File: config.mk
export PLATFORM = sky130hd
export DESIGN_NAME = rtcs_timer
export DESIGN_NICKNAME = d
export VERILOG_FILES = /design/src/include/rtcs_pkg.sv /design/src/rtl/rtcs_timer.sv
export SDC_FILE = /design/constraint.sdc
export NUM_CORES = 1
export LEC_CHECK = 0
export BUFFER_PORTS_ARGS = -buffer_cell sky130_fd_sc_hd__buf_4
export CORE_MARGIN = 4
export CORE_UTILIZATION = 35
export CTS_BUF_LIST = sky130_fd_sc_hd__clkbuf_2 sky130_fd_sc_hd__clkbuf_4 sky130_fd_sc_hd__clkbuf_8
export CTS_CLUSTER_SIZE = 20
export DETAILED_ROUTE_END_ITERATION = 6
export SLEW_MARGIN = 20
export SYNTH_ARGS = -nofsm -noshare
export SYNTH_HDL_FRONTEND = slang
export SYNTH_SLANG_ARGS = --single-unit
File: constraint.sdc
create_clock -name clk_in -period 4.05 [get_ports clk_in]
set_clock_uncertainty 0.1 [all_clocks]
set_input_delay 0.2025 -clock clk_in [delete_from_list [all_inputs] [get_ports clk_in]]
set_output_delay 0.2025 -clock clk_in [all_outputs]
set_load 0.02 [all_outputs]
File: src/include/rtcs_pkg.sv
// Package with the register map, field layout and constants of the counter and tick timer.
package rtcs_pkg;

    // Register indices; the byte address on the bus is four times the index.
    localparam logic [5:0] RTCS_IDX_MAIN_CONTROL = 6'h00;
    localparam logic [5:0] RTCS_IDX_SYNC_STATUS = 6'h01;
    localparam logic [5:0] RTCS_IDX_INT_ENABLE = 6'h02;
    localparam logic [5:0] RTCS_IDX_INT_FLAGS = 6'h03;
    localparam logic [5:0] RTCS_IDX_BYTE_LATCH = 6'h04;
    localparam logic [5:0] RTCS_IDX_HALT_CONTROL = 6'h05;
    localparam logic [5:0] RTCS_IDX_DRIFT_TRIM = 6'h06;
    localparam logic [5:0] RTCS_IDX_SOURCE_SELECT = 6'h07;
    localparam logic [5:0] RTCS_IDX_COUNT_LO = 6'h08;
    localparam logic [5:0] RTCS_IDX_COUNT_HI = 6'h09;
    localparam logic [5:0] RTCS_IDX_WRAP_LO = 6'h0A;
    localparam logic [5:0] RTCS_IDX_WRAP_HI = 6'h0B;
    localparam logic [5:0] RTCS_IDX_MATCH_LO = 6'h0C;
    localparam logic [5:0] RTCS_IDX_MATCH_HI = 6'h0D;
    localparam logic [5:0] RTCS_IDX_TICK_CONTROL = 6'h10;
    localparam logic [5:0] RTCS_IDX_TICK_STATUS = 6'h11;
    localparam logic [5:0] RTCS_IDX_TICK_INT_ENABLE = 6'h12;
    localparam logic [5:0] RTCS_IDX_TICK_INT_FLAGS = 6'h13;
    localparam logic [5:0] RTCS_IDX_TICK_HALT_CONTROL = 6'h15;

    // Field positions inside the byte registers.
    localparam int RTCS_BIT_COUNTER_ENABLE = 0;
    localparam int RTCS_BIT_DRIFT_CORR_ENABLE = 2;
    localparam int RTCS_BIT_PRESCALE_LSB = 3;
    localparam int RTCS_BIT_STANDBY_RUN_ENABLE = 7;
    localparam int RTCS_BIT_TICK_ENABLE = 0;
    localparam int RTCS_BIT_PERIOD_LSB = 3;
    localparam int RTCS_BIT_WRAP = 0;
    localparam int RTCS_BIT_MATCH = 1;

    // Synchroniser channels; channels 0 to 3 are also the bit positions in the sync status register.
    localparam int RTCS_SYNC_CONTROL_A = 0;
    localparam int RTCS_SYNC_COUNT = 1;
    localparam int RTCS_SYNC_WRAP = 2;
    localparam int RTCS_SYNC_MATCH = 3;
    localparam int RTCS_SYNC_TICK = 4;
    localparam int RTCS_SYNC_CHANNELS = 5;

    // Values after reset.
    localparam logic [7:0] RTCS_BYTE_RESET = 8'h00;
    localparam logic [15:0] RTCS_WRAP_RESET = 16'hFFFF;
    localparam logic [15:0] RTCS_WORD_RESET = 16'h0000;

    // Slow clock edges a write needs to cross into the slow domain.
    localparam logic [1:0] RTCS_SYNC_EDGES = 2'h2;
    localparam int RTCS_PRESCALE_WIDTH = 15;

    // Request half of the APB slave port.
    typedef struct packed {
        logic psel;
        logic penable;
        logic pwrite;
        logic [7:0] paddr;
        logic [31:0] pwdata;
    } rtcs_apb_req_type;

endpackage

File: src/rtl/rtcs_timer.sv
// Real-time counter with periodic tick timer, interrupt flags, sleep, sync and halt logic.
// Function
// - Wrap event when count passes wrap limit
// - Match event when count equals match value
// - Tick event each selected tick interval
// - Flags set regardless of enable bits
// - Each source has its own enable
// - Request held while enabled flag stays set
// - Separate flag and enable registers per function
// - Counter keeps running in idle sleep
// - Standby running only with standby run enable
// - Tick timer runs in every sleep mode
// - Writes take effect after slow-domain sync
// - Busy bits for match, wrap, count, control
// - Busy bit for tick control writes
// - Halt bypass keeps counter running in halt
// - Halted counter freezes and ignores events
// - Tick halt bypass keeps tick running
// - Halted tick output forced low
// - High tick at halt gives extra interrupt
// - Low tick at halt resumes quietly
// - Writing one clears a flag
// - Prescaler stops when both functions off
// - Tick interval powers of two, 4..32768
// - Tick output toggles every half period
//
// Implementation choice: register access over APB.
module rtcs_timer (
    input wire logic clk_in,
    input wire logic reset_in,
    input wire rtcs_pkg::rtcs_apb_req_type apb_req_in,
    output logic [31:0] prdata_out,
    output logic pready_out,
    output logic pslverr_out,
    input wire logic rtc_clk_in,
    input wire logic cpu_halted_in,
    input wire logic sleep_idle_in,
    input wire logic sleep_standby_in,
    output logic counter_irq_out,
    output logic tick_irq_out,
    output logic tick_out,
    output logic wrap_event_out,
    output logic match_event_out
);
    import rtcs_pkg::*;

    logic [5:0] idx;
    logic idx_ok;
    logic setup, wr_acc, rd_acc;
    logic [7:0] wbyte;
    logic [7:0] main_control_stg_r, main_control_r, int_en_r, latch_r, halt_r, trim_r, srcsel_r;
    logic [7:0] tctl_stg_r, tctl_r, tick_en_r, tick_halt_r;
    logic [15:0] cnt_stg_r, per_stg_r, cmp_stg_r, cnt_r, per_r, cmp_r;
    logic [1:0] pend_r [RTCS_SYNC_CHANNELS];
    logic [RTCS_SYNC_CHANNELS-1:0] busy, apply;
    logic [1:0] cnt_flags_r;
    logic tick_flag_r;
    logic [31:0] prdata_r;
    logic rtc_d_r, rise;
    logic [RTCS_PRESCALE_WIDTH-1:0] psc_r, psc_nxt;
    logic cnt_active, tick_active, count_tick;
    logic [15:0] cnt_nxt;
    logic wrap_ev_r, match_ev_r, tick_lvl_r, tick_ev;
    logic [3:0] period;

    // Mask of low prescaler bits that must all be one for a count tick.
    function automatic logic [RTCS_PRESCALE_WIDTH-1:0] psc_mask(input logic [3:0] sel);
        logic [15:0] m;
        m = (16'h0001 << sel) - 16'h0001;
        return m[RTCS_PRESCALE_WIDTH-1:0];
    endfunction

    // True when an access targets the given register index.
    function automatic logic hit(input logic [5:0] a, input logic [5:0] b);
        return a == b;
    endfunction

    // Bus decode; every register sits in one aligned word.
    assign idx = apb_req_in.paddr[7:2];
    assign wbyte = apb_req_in.pwdata[7:0];
    assign setup = apb_req_in.psel && !apb_req_in.penable;
    assign wr_acc = apb_req_in.psel && apb_req_in.penable && apb_req_in.pwrite && idx_ok;
    assign rd_acc = setup && !apb_req_in.pwrite && idx_ok;
    assign idx_ok = (apb_req_in.paddr[1:0] == 2'h0) &&
        ((idx <= RTCS_IDX_MATCH_HI) || (idx >= RTCS_IDX_TICK_CONTROL &&
        idx <= RTCS_IDX_TICK_HALT_CONTROL && idx != 6'h14));
    assign pready_out = 1'b1;
    assign pslverr_out = apb_req_in.psel && apb_req_in.penable && !idx_ok;
    assign prdata_out = prdata_r;

    // Slow clock is a synchronous input; its rising edge paces the slow logic.
    always_ff @(posedge clk_in) begin
        if (reset_in) begin
            rtc_d_r <= 1'b0;
        end else begin
            rtc_d_r <= rtc_clk_in;
        end
    end
    assign rise = rtc_clk_in && !rtc_d_r;

    // Read data is prepared in the setup cycle and held through the access phase.
    always_ff @(posedge clk_in) begin
        if (reset_in) begin
            prdata_r <= 32'h0000_0000;
        end else if (setup && !apb_req_in.pwrite) begin
            prdata_r <= 32'h0000_0000;
            case (idx)
                RTCS_IDX_MAIN_CONTROL: prdata_r[7:0] <= main_control_stg_r;
                RTCS_IDX_SYNC_STATUS: prdata_r[3:0] <= busy[3:0];
                RTCS_IDX_INT_ENABLE: prdata_r[1:0] <= int_en_r[1:0];
                RTCS_IDX_INT_FLAGS: prdata_r[1:0] <= cnt_flags_r;
                RTCS_IDX_BYTE_LATCH: prdata_r[7:0] <= latch_r;
                RTCS_IDX_HALT_CONTROL: prdata_r[0] <= halt_r[0];
                RTCS_IDX_DRIFT_TRIM: prdata_r[7:0] <= trim_r;
                RTCS_IDX_SOURCE_SELECT: prdata_r[1:0] <= srcsel_r[1:0];
                RTCS_IDX_COUNT_LO: prdata_r[7:0] <= cnt_r[7:0];
                RTCS_IDX_WRAP_LO: prdata_r[7:0] <= per_stg_r[7:0];
                RTCS_IDX_MATCH_LO: prdata_r[7:0] <= cmp_stg_r[7:0];
                RTCS_IDX_COUNT_HI, RTCS_IDX_WRAP_HI, RTCS_IDX_MATCH_HI: begin
                    prdata_r[7:0] <= latch_r;
                end
                RTCS_IDX_TICK_CONTROL: prdata_r[7:0] <= tctl_stg_r;
                RTCS_IDX_TICK_STATUS: prdata_r[0] <= busy[RTCS_SYNC_TICK];
                RTCS_IDX_TICK_INT_ENABLE: prdata_r[0] <= tick_en_r[0];
                RTCS_IDX_TICK_INT_FLAGS: prdata_r[0] <= tick_flag_r;
                RTCS_IDX_TICK_HALT_CONTROL: prdata_r[0] <= tick_halt_r[0];
                default: prdata_r <= 32'h0000_0000;
            endcase
        end
    end

    // Byte latch: low-byte reads park the high byte in the same cycle as the low byte is
    // loaded, so the two halves of a live count come from one snapshot.
    always_ff @(posedge clk_in) begin
        if (reset_in) begin
            latch_r <= RTCS_BYTE_RESET;
        end else if (wr_acc && (hit(idx, RTCS_IDX_BYTE_LATCH) || hit(idx, RTCS_IDX_COUNT_LO) ||
                hit(idx, RTCS_IDX_WRAP_LO) || hit(idx, RTCS_IDX_MATCH_LO))) begin
            latch_r <= wbyte;
        end else if (rd_acc) begin
            if (hit(idx, RTCS_IDX_COUNT_LO)) begin
                latch_r <= cnt_r[15:8];
            end else if (hit(idx, RTCS_IDX_WRAP_LO)) begin
                latch_r <= per_stg_r[15:8];
            end else if (hit(idx, RTCS_IDX_MATCH_LO)) begin
                latch_r <= cmp_stg_r[15:8];
            end
        end
    end

    // Plain bus-side registers that need no crossing.
    always_ff @(posedge clk_in) begin
        if (reset_in) begin
            int_en_r <= RTCS_BYTE_RESET;
            halt_r <= RTCS_BYTE_RESET;
            trim_r <= RTCS_BYTE_RESET;
            srcsel_r <= RTCS_BYTE_RESET;
            tick_en_r <= RTCS_BYTE_RESET;
            tick_halt_r <= RTCS_BYTE_RESET;
        end else if (wr_acc) begin
            if (hit(idx, RTCS_IDX_INT_ENABLE)) int_en_r <= {6'h00, wbyte[1:0]};
            if (hit(idx, RTCS_IDX_HALT_CONTROL)) halt_r <= {7'h00, wbyte[0]};
            if (hit(idx, RTCS_IDX_DRIFT_TRIM)) trim_r <= wbyte;
            if (hit(idx, RTCS_IDX_SOURCE_SELECT)) srcsel_r <= {6'h00, wbyte[1:0]};
            if (hit(idx, RTCS_IDX_TICK_INT_ENABLE)) tick_en_r <= {7'h00, wbyte[0]};
            if (hit(idx, RTCS_IDX_TICK_HALT_CONTROL)) tick_halt_r <= {7'h00, wbyte[0]};
        end
    end

    // Staging copies written by software before they cross to the slow domain.
    always_ff @(posedge clk_in) begin
        if (reset_in) begin
            main_control_stg_r <= RTCS_BYTE_RESET;
            tctl_stg_r <= RTCS_BYTE_RESET;
            cnt_stg_r <= RTCS_WORD_RESET;
            per_stg_r <= RTCS_WRAP_RESET;
            cmp_stg_r <= RTCS_WORD_RESET;
        end else if (wr_acc) begin
            if (hit(idx, RTCS_IDX_MAIN_CONTROL)) main_control_stg_r <= {wbyte[7:2], 1'b0, wbyte[0]};
            if (hit(idx, RTCS_IDX_TICK_CONTROL)) tctl_stg_r <= {1'b0, wbyte[6:3], 2'h0, wbyte[0]};
            if (hit(idx, RTCS_IDX_COUNT_HI)) cnt_stg_r <= {wbyte, latch_r};
            if (hit(idx, RTCS_IDX_WRAP_HI)) per_stg_r <= {wbyte, latch_r};
            if (hit(idx, RTCS_IDX_MATCH_HI)) cmp_stg_r <= {wbyte, latch_r};
        end
    end

    // Per-channel crossing counters: a write waits a fixed number of slow edges.
    always_ff @(posedge clk_in) begin
        if (reset_in) begin
            for (int i = 0; i < RTCS_SYNC_CHANNELS; i++) begin
                pend_r[i] <= 2'h0;
            end
        end else begin
            for (int i = 0; i < RTCS_SYNC_CHANNELS; i++) begin
                if (pend_r[i] != 2'h0 && rise) begin
                    pend_r[i] <= pend_r[i] - 2'h1;
                end
            end
            if (wr_acc) begin
                if (hit(idx, RTCS_IDX_MAIN_CONTROL)) pend_r[RTCS_SYNC_CONTROL_A] <= RTCS_SYNC_EDGES;
                if (hit(idx, RTCS_IDX_COUNT_HI)) pend_r[RTCS_SYNC_COUNT] <= RTCS_SYNC_EDGES;
                if (hit(idx, RTCS_IDX_WRAP_HI)) pend_r[RTCS_SYNC_WRAP] <= RTCS_SYNC_EDGES;
                if (hit(idx, RTCS_IDX_MATCH_HI)) pend_r[RTCS_SYNC_MATCH] <= RTCS_SYNC_EDGES;
                if (hit(idx, RTCS_IDX_TICK_CONTROL)) pend_r[RTCS_SYNC_TICK] <= RTCS_SYNC_EDGES;
            end
        end
    end

    // Busy while a write is crossing; the value lands on the last slow edge.
    genvar g;
    generate
        for (g = 0; g < RTCS_SYNC_CHANNELS; g++) begin : g_sync
            assign busy[g] = pend_r[g] != 2'h0;
            assign apply[g] = rise && pend_r[g] == 2'h1;
        end
    endgenerate

    // Effective slow-domain copies of the control registers.
    always_ff @(posedge clk_in) begin
        if (reset_in) begin
            main_control_r <= RTCS_BYTE_RESET;
            tctl_r <= RTCS_BYTE_RESET;
            per_r <= RTCS_WRAP_RESET;
            cmp_r <= RTCS_WORD_RESET;
        end else begin
            if (apply[RTCS_SYNC_CONTROL_A]) main_control_r <= main_control_stg_r;
            if (apply[RTCS_SYNC_TICK]) tctl_r <= tctl_stg_r;
            if (apply[RTCS_SYNC_WRAP]) per_r <= per_stg_r;
            if (apply[RTCS_SYNC_MATCH]) cmp_r <= cmp_stg_r;
        end
    end

    // Run conditions for sleep and debug halt.
    assign cnt_active = main_control_r[RTCS_BIT_COUNTER_ENABLE] &&
        !(cpu_halted_in && !halt_r[0]) &&
        !(sleep_standby_in && !main_control_r[RTCS_BIT_STANDBY_RUN_ENABLE]);
    assign tick_active = tctl_r[RTCS_BIT_TICK_ENABLE] &&
        !(cpu_halted_in && !tick_halt_r[0]);
    assign period = tctl_r[RTCS_BIT_PERIOD_LSB +: 4];

    // Shared prescaler runs while either function is active.
    assign psc_nxt = psc_r + 15'h0001;
    always_ff @(posedge clk_in) begin
        if (reset_in) begin
            psc_r <= 15'h0000;
        end else if (rise && (cnt_active || tick_active)) begin
            psc_r <= psc_nxt;
        end
    end

    // Count tick when the selected low prescaler bits roll over.
    assign count_tick = rise && cnt_active &&
        ((psc_r & psc_mask(main_control_r[RTCS_BIT_PRESCALE_LSB +: 4])) ==
        psc_mask(main_control_r[RTCS_BIT_PRESCALE_LSB +: 4]));
    assign cnt_nxt = (cnt_r == per_r) ? 16'h0000 : cnt_r + 16'h0001;

    // Counter with wrap and match events; a crossed count write takes priority.
    always_ff @(posedge clk_in) begin
        if (reset_in) begin
            cnt_r <= RTCS_WORD_RESET;
            wrap_ev_r <= 1'b0;
            match_ev_r <= 1'b0;
        end else begin
            wrap_ev_r <= 1'b0;
            match_ev_r <= 1'b0;
            if (apply[RTCS_SYNC_COUNT]) begin
                cnt_r <= cnt_stg_r;
            end else if (count_tick) begin
                cnt_r <= cnt_nxt;
                wrap_ev_r <= cnt_r == per_r;
                match_ev_r <= cnt_nxt == cmp_r;
            end
        end
    end
    assign wrap_event_out = wrap_ev_r;
    assign match_event_out = match_ev_r;

    // Tick output is a prescaler bit, so it toggles every half interval.
    always_ff @(posedge clk_in) begin
        if (reset_in) begin
            tick_lvl_r <= 1'b0;
        end else if (tick_active && period != 4'h0 && period != 4'hF) begin
            tick_lvl_r <= psc_r[period];
        end else begin
            tick_lvl_r <= 1'b0;
        end
    end
    assign tick_out = tick_lvl_r;
    // A rising tick, including the one seen after a halt, is the tick event.
    assign tick_ev = tick_active && period != 4'h0 && period != 4'hF &&
        psc_r[period] && !tick_lvl_r;

    // Flags: events set them regardless of enable, a written one clears, set wins.
    always_ff @(posedge clk_in) begin
        if (reset_in) begin
            cnt_flags_r <= 2'h0;
            tick_flag_r <= 1'b0;
        end else begin
            for (int i = 0; i < 2; i++) begin
                if ((i == RTCS_BIT_WRAP && wrap_ev_r) || (i == RTCS_BIT_MATCH && match_ev_r)) begin
                    cnt_flags_r[i] <= 1'b1;
                end else if (wr_acc && hit(idx, RTCS_IDX_INT_FLAGS) && wbyte[i]) begin
                    cnt_flags_r[i] <= 1'b0;
                end
            end
            if (tick_ev) begin
                tick_flag_r <= 1'b1;
            end else if (wr_acc && hit(idx, RTCS_IDX_TICK_INT_FLAGS) && wbyte[0]) begin
                tick_flag_r <= 1'b0;
            end
        end
    end

    // Requests are levels held while an enabled flag remains set.
    assign counter_irq_out = |(cnt_flags_r & int_en_r[1:0]);
    assign tick_irq_out = tick_flag_r && tick_en_r[0];
endmodule
==> results.txt <==
* Status: complete, but fails checks
- Violated checks: design-rule violations
- The number of max-slew violations in the final report is 0.
- Across the VDD grid, the largest voltage drop is 0.198 mV.
- The floorplan step defined a die boundary enclosing 0.0297 sq mm.
- Maximum number of pins on one net before global-route repair: 77
- Part of the Yosys area used for sequential elements: 38.6%
* Final Hold Violating Endpoints: 0
- In the routed design, unresolved DRC markers number 4.
- Antenna diode instance count: 0
- The first global-routing pass estimated 42.3 mm of wire.
- Power consumption: 0.00326 W
- Buffer cell driving the clock tree root: sky130_fd_sc_hd__clkbuf_8
* Average instance area after synthesis: 8.35 sq um
- Class of the worst hold path: in2reg
- Area of combinational cells with multiple inputs: 0.00517 sq mm
* Total GRT Usage: 18.2%
* # clock sinks: 182
* Number of ports placed on the die boundary: 88
- The number of clock buffers added by TritonCTS is 17.
- HPWL after DPL: 18.9 mm
- Max-cap violations in this run came to 0.
* Die height: 172 microns
- Total power per unit cell area: 317 mW/mm^2
- Counting flops with a built-in enable in the synthesized netlist gives 0.
- The final layout contains routed wiring with a total length of 26.7 mm.
- Unrepaired setup endpoints after global routing: false
- The H-tree was split into 4 levels.
- GP Congestion: 0.846
* Post-synthesis instance area: 0.00945 sq mm
- Number of antenna violations at the first check in global routing: 0
* Final global-route overflow total: 0
- Final Cycle Share: 80.8%
* Maximum number of buffers from clock root to sink: 2
- Once the floorplan was initialized, standard cells occupied 35.9% of the core.
* Final-layout setup total negative slack: 0 ns
* Leading cell type by number of instances after synthesis: sky130_fd_sc_hd__dfxtp_1
- I/O Buffers: 37
* Net count reported at finish: 1196
- Most used DFF post-synth: sky130_fd_sc_hd__dfxtp_1
- From synthesis to final layout, the design area changed by 8.66%.
* Top-area cell type share of the netlist area: 38.6%
* Die span in x: 172 microns
* Unique cell type count in the Yosys netlist: 77
- Post-synth top area cell: sky130_fd_sc_hd__dfxtp_1
* Tightest slew margin relative to the limit: 25.0%
- Critical path capture point type: register
- Top post-synthesis cells by area: sky130_fd_sc_hd__dfxtp_1, sky130_fd_sc_hd__mux2i_1, sky130_fd_sc_hd__nand2_1, sky130_fd_sc_hd__nor2_1, sky130_fd_sc_hd__xnor2_1
* Data required time at the worst endpoint: 4.32 ns
- Placed insts: 1441
- Synth cell count leaders: sky130_fd_sc_hd__dfxtp_1, sky130_fd_sc_hd__nand2_1, sky130_fd_sc_hd__nor2_1
- For this run, the number of Yosys warnings is 0.
- Crit-path max FO: 21
- Worst hold margin: 0.0431 ns
* Synthesized netlist cell count: 1131
* Clock-pin slew reported for the worst setup and hold paths after clock tree synthesis: 0.10 ns
- Synth Register Bits: 182
- Setup violations remaining at the end of the flow were counted as 0.
- The finished layout holds 1482 standard cells, fillers aside.
* Arrival time at the worst endpoint: 3.54 ns
- The region available for standard cell placement spans 0.0263 sq mm.
- Using the TritonRoute via totals, the vias-per-cell ratio works out to 5.45.
- For this design the static power due to leakage is 3.61 nW.
* R2r setup slk: 0.78 ns
* Antenna Nets Post-Route: 0
- The first TritonRoute pass finished after 7 iterations.
- In the final routed layout, each cell accounts on average for 18.0 microns.
- The final route contains 8075 vias.
* TritonCTS clock tree: built
* Number of global-route vias before repair: 7530
- After the first detailed-routing iteration, the DRC count stood at 783.
* Post-cts gate resize count: 0
* Worst-Skew Late Latency: 0.47 ns
- Across the whole layout, storage elements account for 0.00364 sq mm.
- Proportion of register bits with asynchronous set or reset after synthesis: 0%
- Path type of the worst setup path: reg2reg
- Worst Tran Pin Value: 1.12 ns
- Final period demand of the worst path: 3.27 ns
- The worst setup path is launched from a register.
- The filler cells instantiated in the layout total 2715.
* Std cell rows: 59
- The post-route netlist has 9.76% of its cells at a drive strength greater than 1.
- For this run, the top clock speed supported by timing is 0.306 GHz.
[logic make-up after synthesis]
logic type	Yosys count	share of synthesized area, %
AND/OR/NAND/NOR	477	23.9
other	2	0.0795
multiplexers	85	9.58
XOR/XNOR	58	5.38
buffers and inverters	131	7.67
adder cells (fa/ha/maj)	14	1.83
flip-flops	182	38.6
AO/OA/AOI/OAI	182	13.0
[placed cells by master, fill, tap and decap left out, drive strengths merged, types with 11 or more instances in the layout]
cell type,count
a211oi,14
a21oi,66
a221oi,15
a311oi,17
and3,11
buf,55
clkbuf,18
conb,25
dfxtp,182
ha,13
inv,32
mux2i,78
nand2,155
nand3,53
nand4,14
nor2,149
nor3,24
nor4,12
o21ai,29
xnor2,43
xor2,15
[final cells by class]
cell class,count,area share (%)
clock inverters,14,1.58
clock buffers,18,2.41
well taps,335,4.08
flip-flops and latches,182,35.5
multi-input cells,841,50.4
repair buffers,64,4.90
inverters,28,1.16
[state kept, by name (all words and copies together) (netlist names), 8 cells and up]
| name | cells |
|---|---|
| latch_r | 8 |
| pend_r | 10 |
| per_stg_r | 16 |
| prdata_out | 8 |
| psc_r | 15 |
| cmp_r | 16 |
| per_r | 16 |
| trim_r | 8 |
| cnt_r | 16 |
| cmp_stg_r | 16 |
| cnt_stg_r | 16 |
[power breakdown]
group / switching [W] / leakage, nW / internal, W
logic: 0.000124 / 1.94 / 0.0000478
registers: 0.00000276 / 1.47 / 0.00179
clock network: 0.000711 / 0.202 / 0.000581
[per-layer routing]
layer  global-route usage [%]  up-vias  share of wire (%)
li1                         -     3932                  -
met1                     25.6     3854                 47
met2                     28.7      257                 45
met3                     2.45       32                5.9
met4                     6.39        0                2.4
met5                        0        -                  0
[critical path: stages (launching register included)]
cell	delay [ns]
sky130_fd_sc_hd__dfxtp_1	0.47
sky130_fd_sc_hd__nor3_1	0.30
sky130_fd_sc_hd__nand2_1	0.09
sky130_fd_sc_hd__ha_1	0.28
sky130_fd_sc_hd__inv_1	0.10
sky130_fd_sc_hd__a2111oi_0	0.07
sky130_fd_sc_hd__or4_4	0.47
sky130_fd_sc_hd__or3_4	0.50
sky130_fd_sc_hd__or4_1	0.52
sky130_fd_sc_hd__a311oi_1	0.29
[final timing paths]
check	start	endpoint	cells after the start
max reg2reg	main_control_r[6]	cnt_r[2]	9
min	apb_req_in[36]	prdata_out[0]	4
min reg2reg	trim_r[2]	trim_r[2]	2
max	main_control_r[6]	cnt_r[2]	9
[through the flow]
stage	cell area, sq um	worst slack (ns)	utilization [%]
2_1_floorplan	9530	1.15	-
3_3_place_gp	9760	0.878	37.2
3_5_place_dp	9760	0.791	37.2
4_1_cts	10300	0.785	39.1
5_1_grt	10300	0.559	39.1
6_report	10300	0.777	39.1
[timing repair]
item	CTS	global route
hold buffers	9	0
setup buffers	0	0
setup endpoints to repair	0	0
endpoints found under the hold margin	49	0
(Power assumes the default switching activity.)
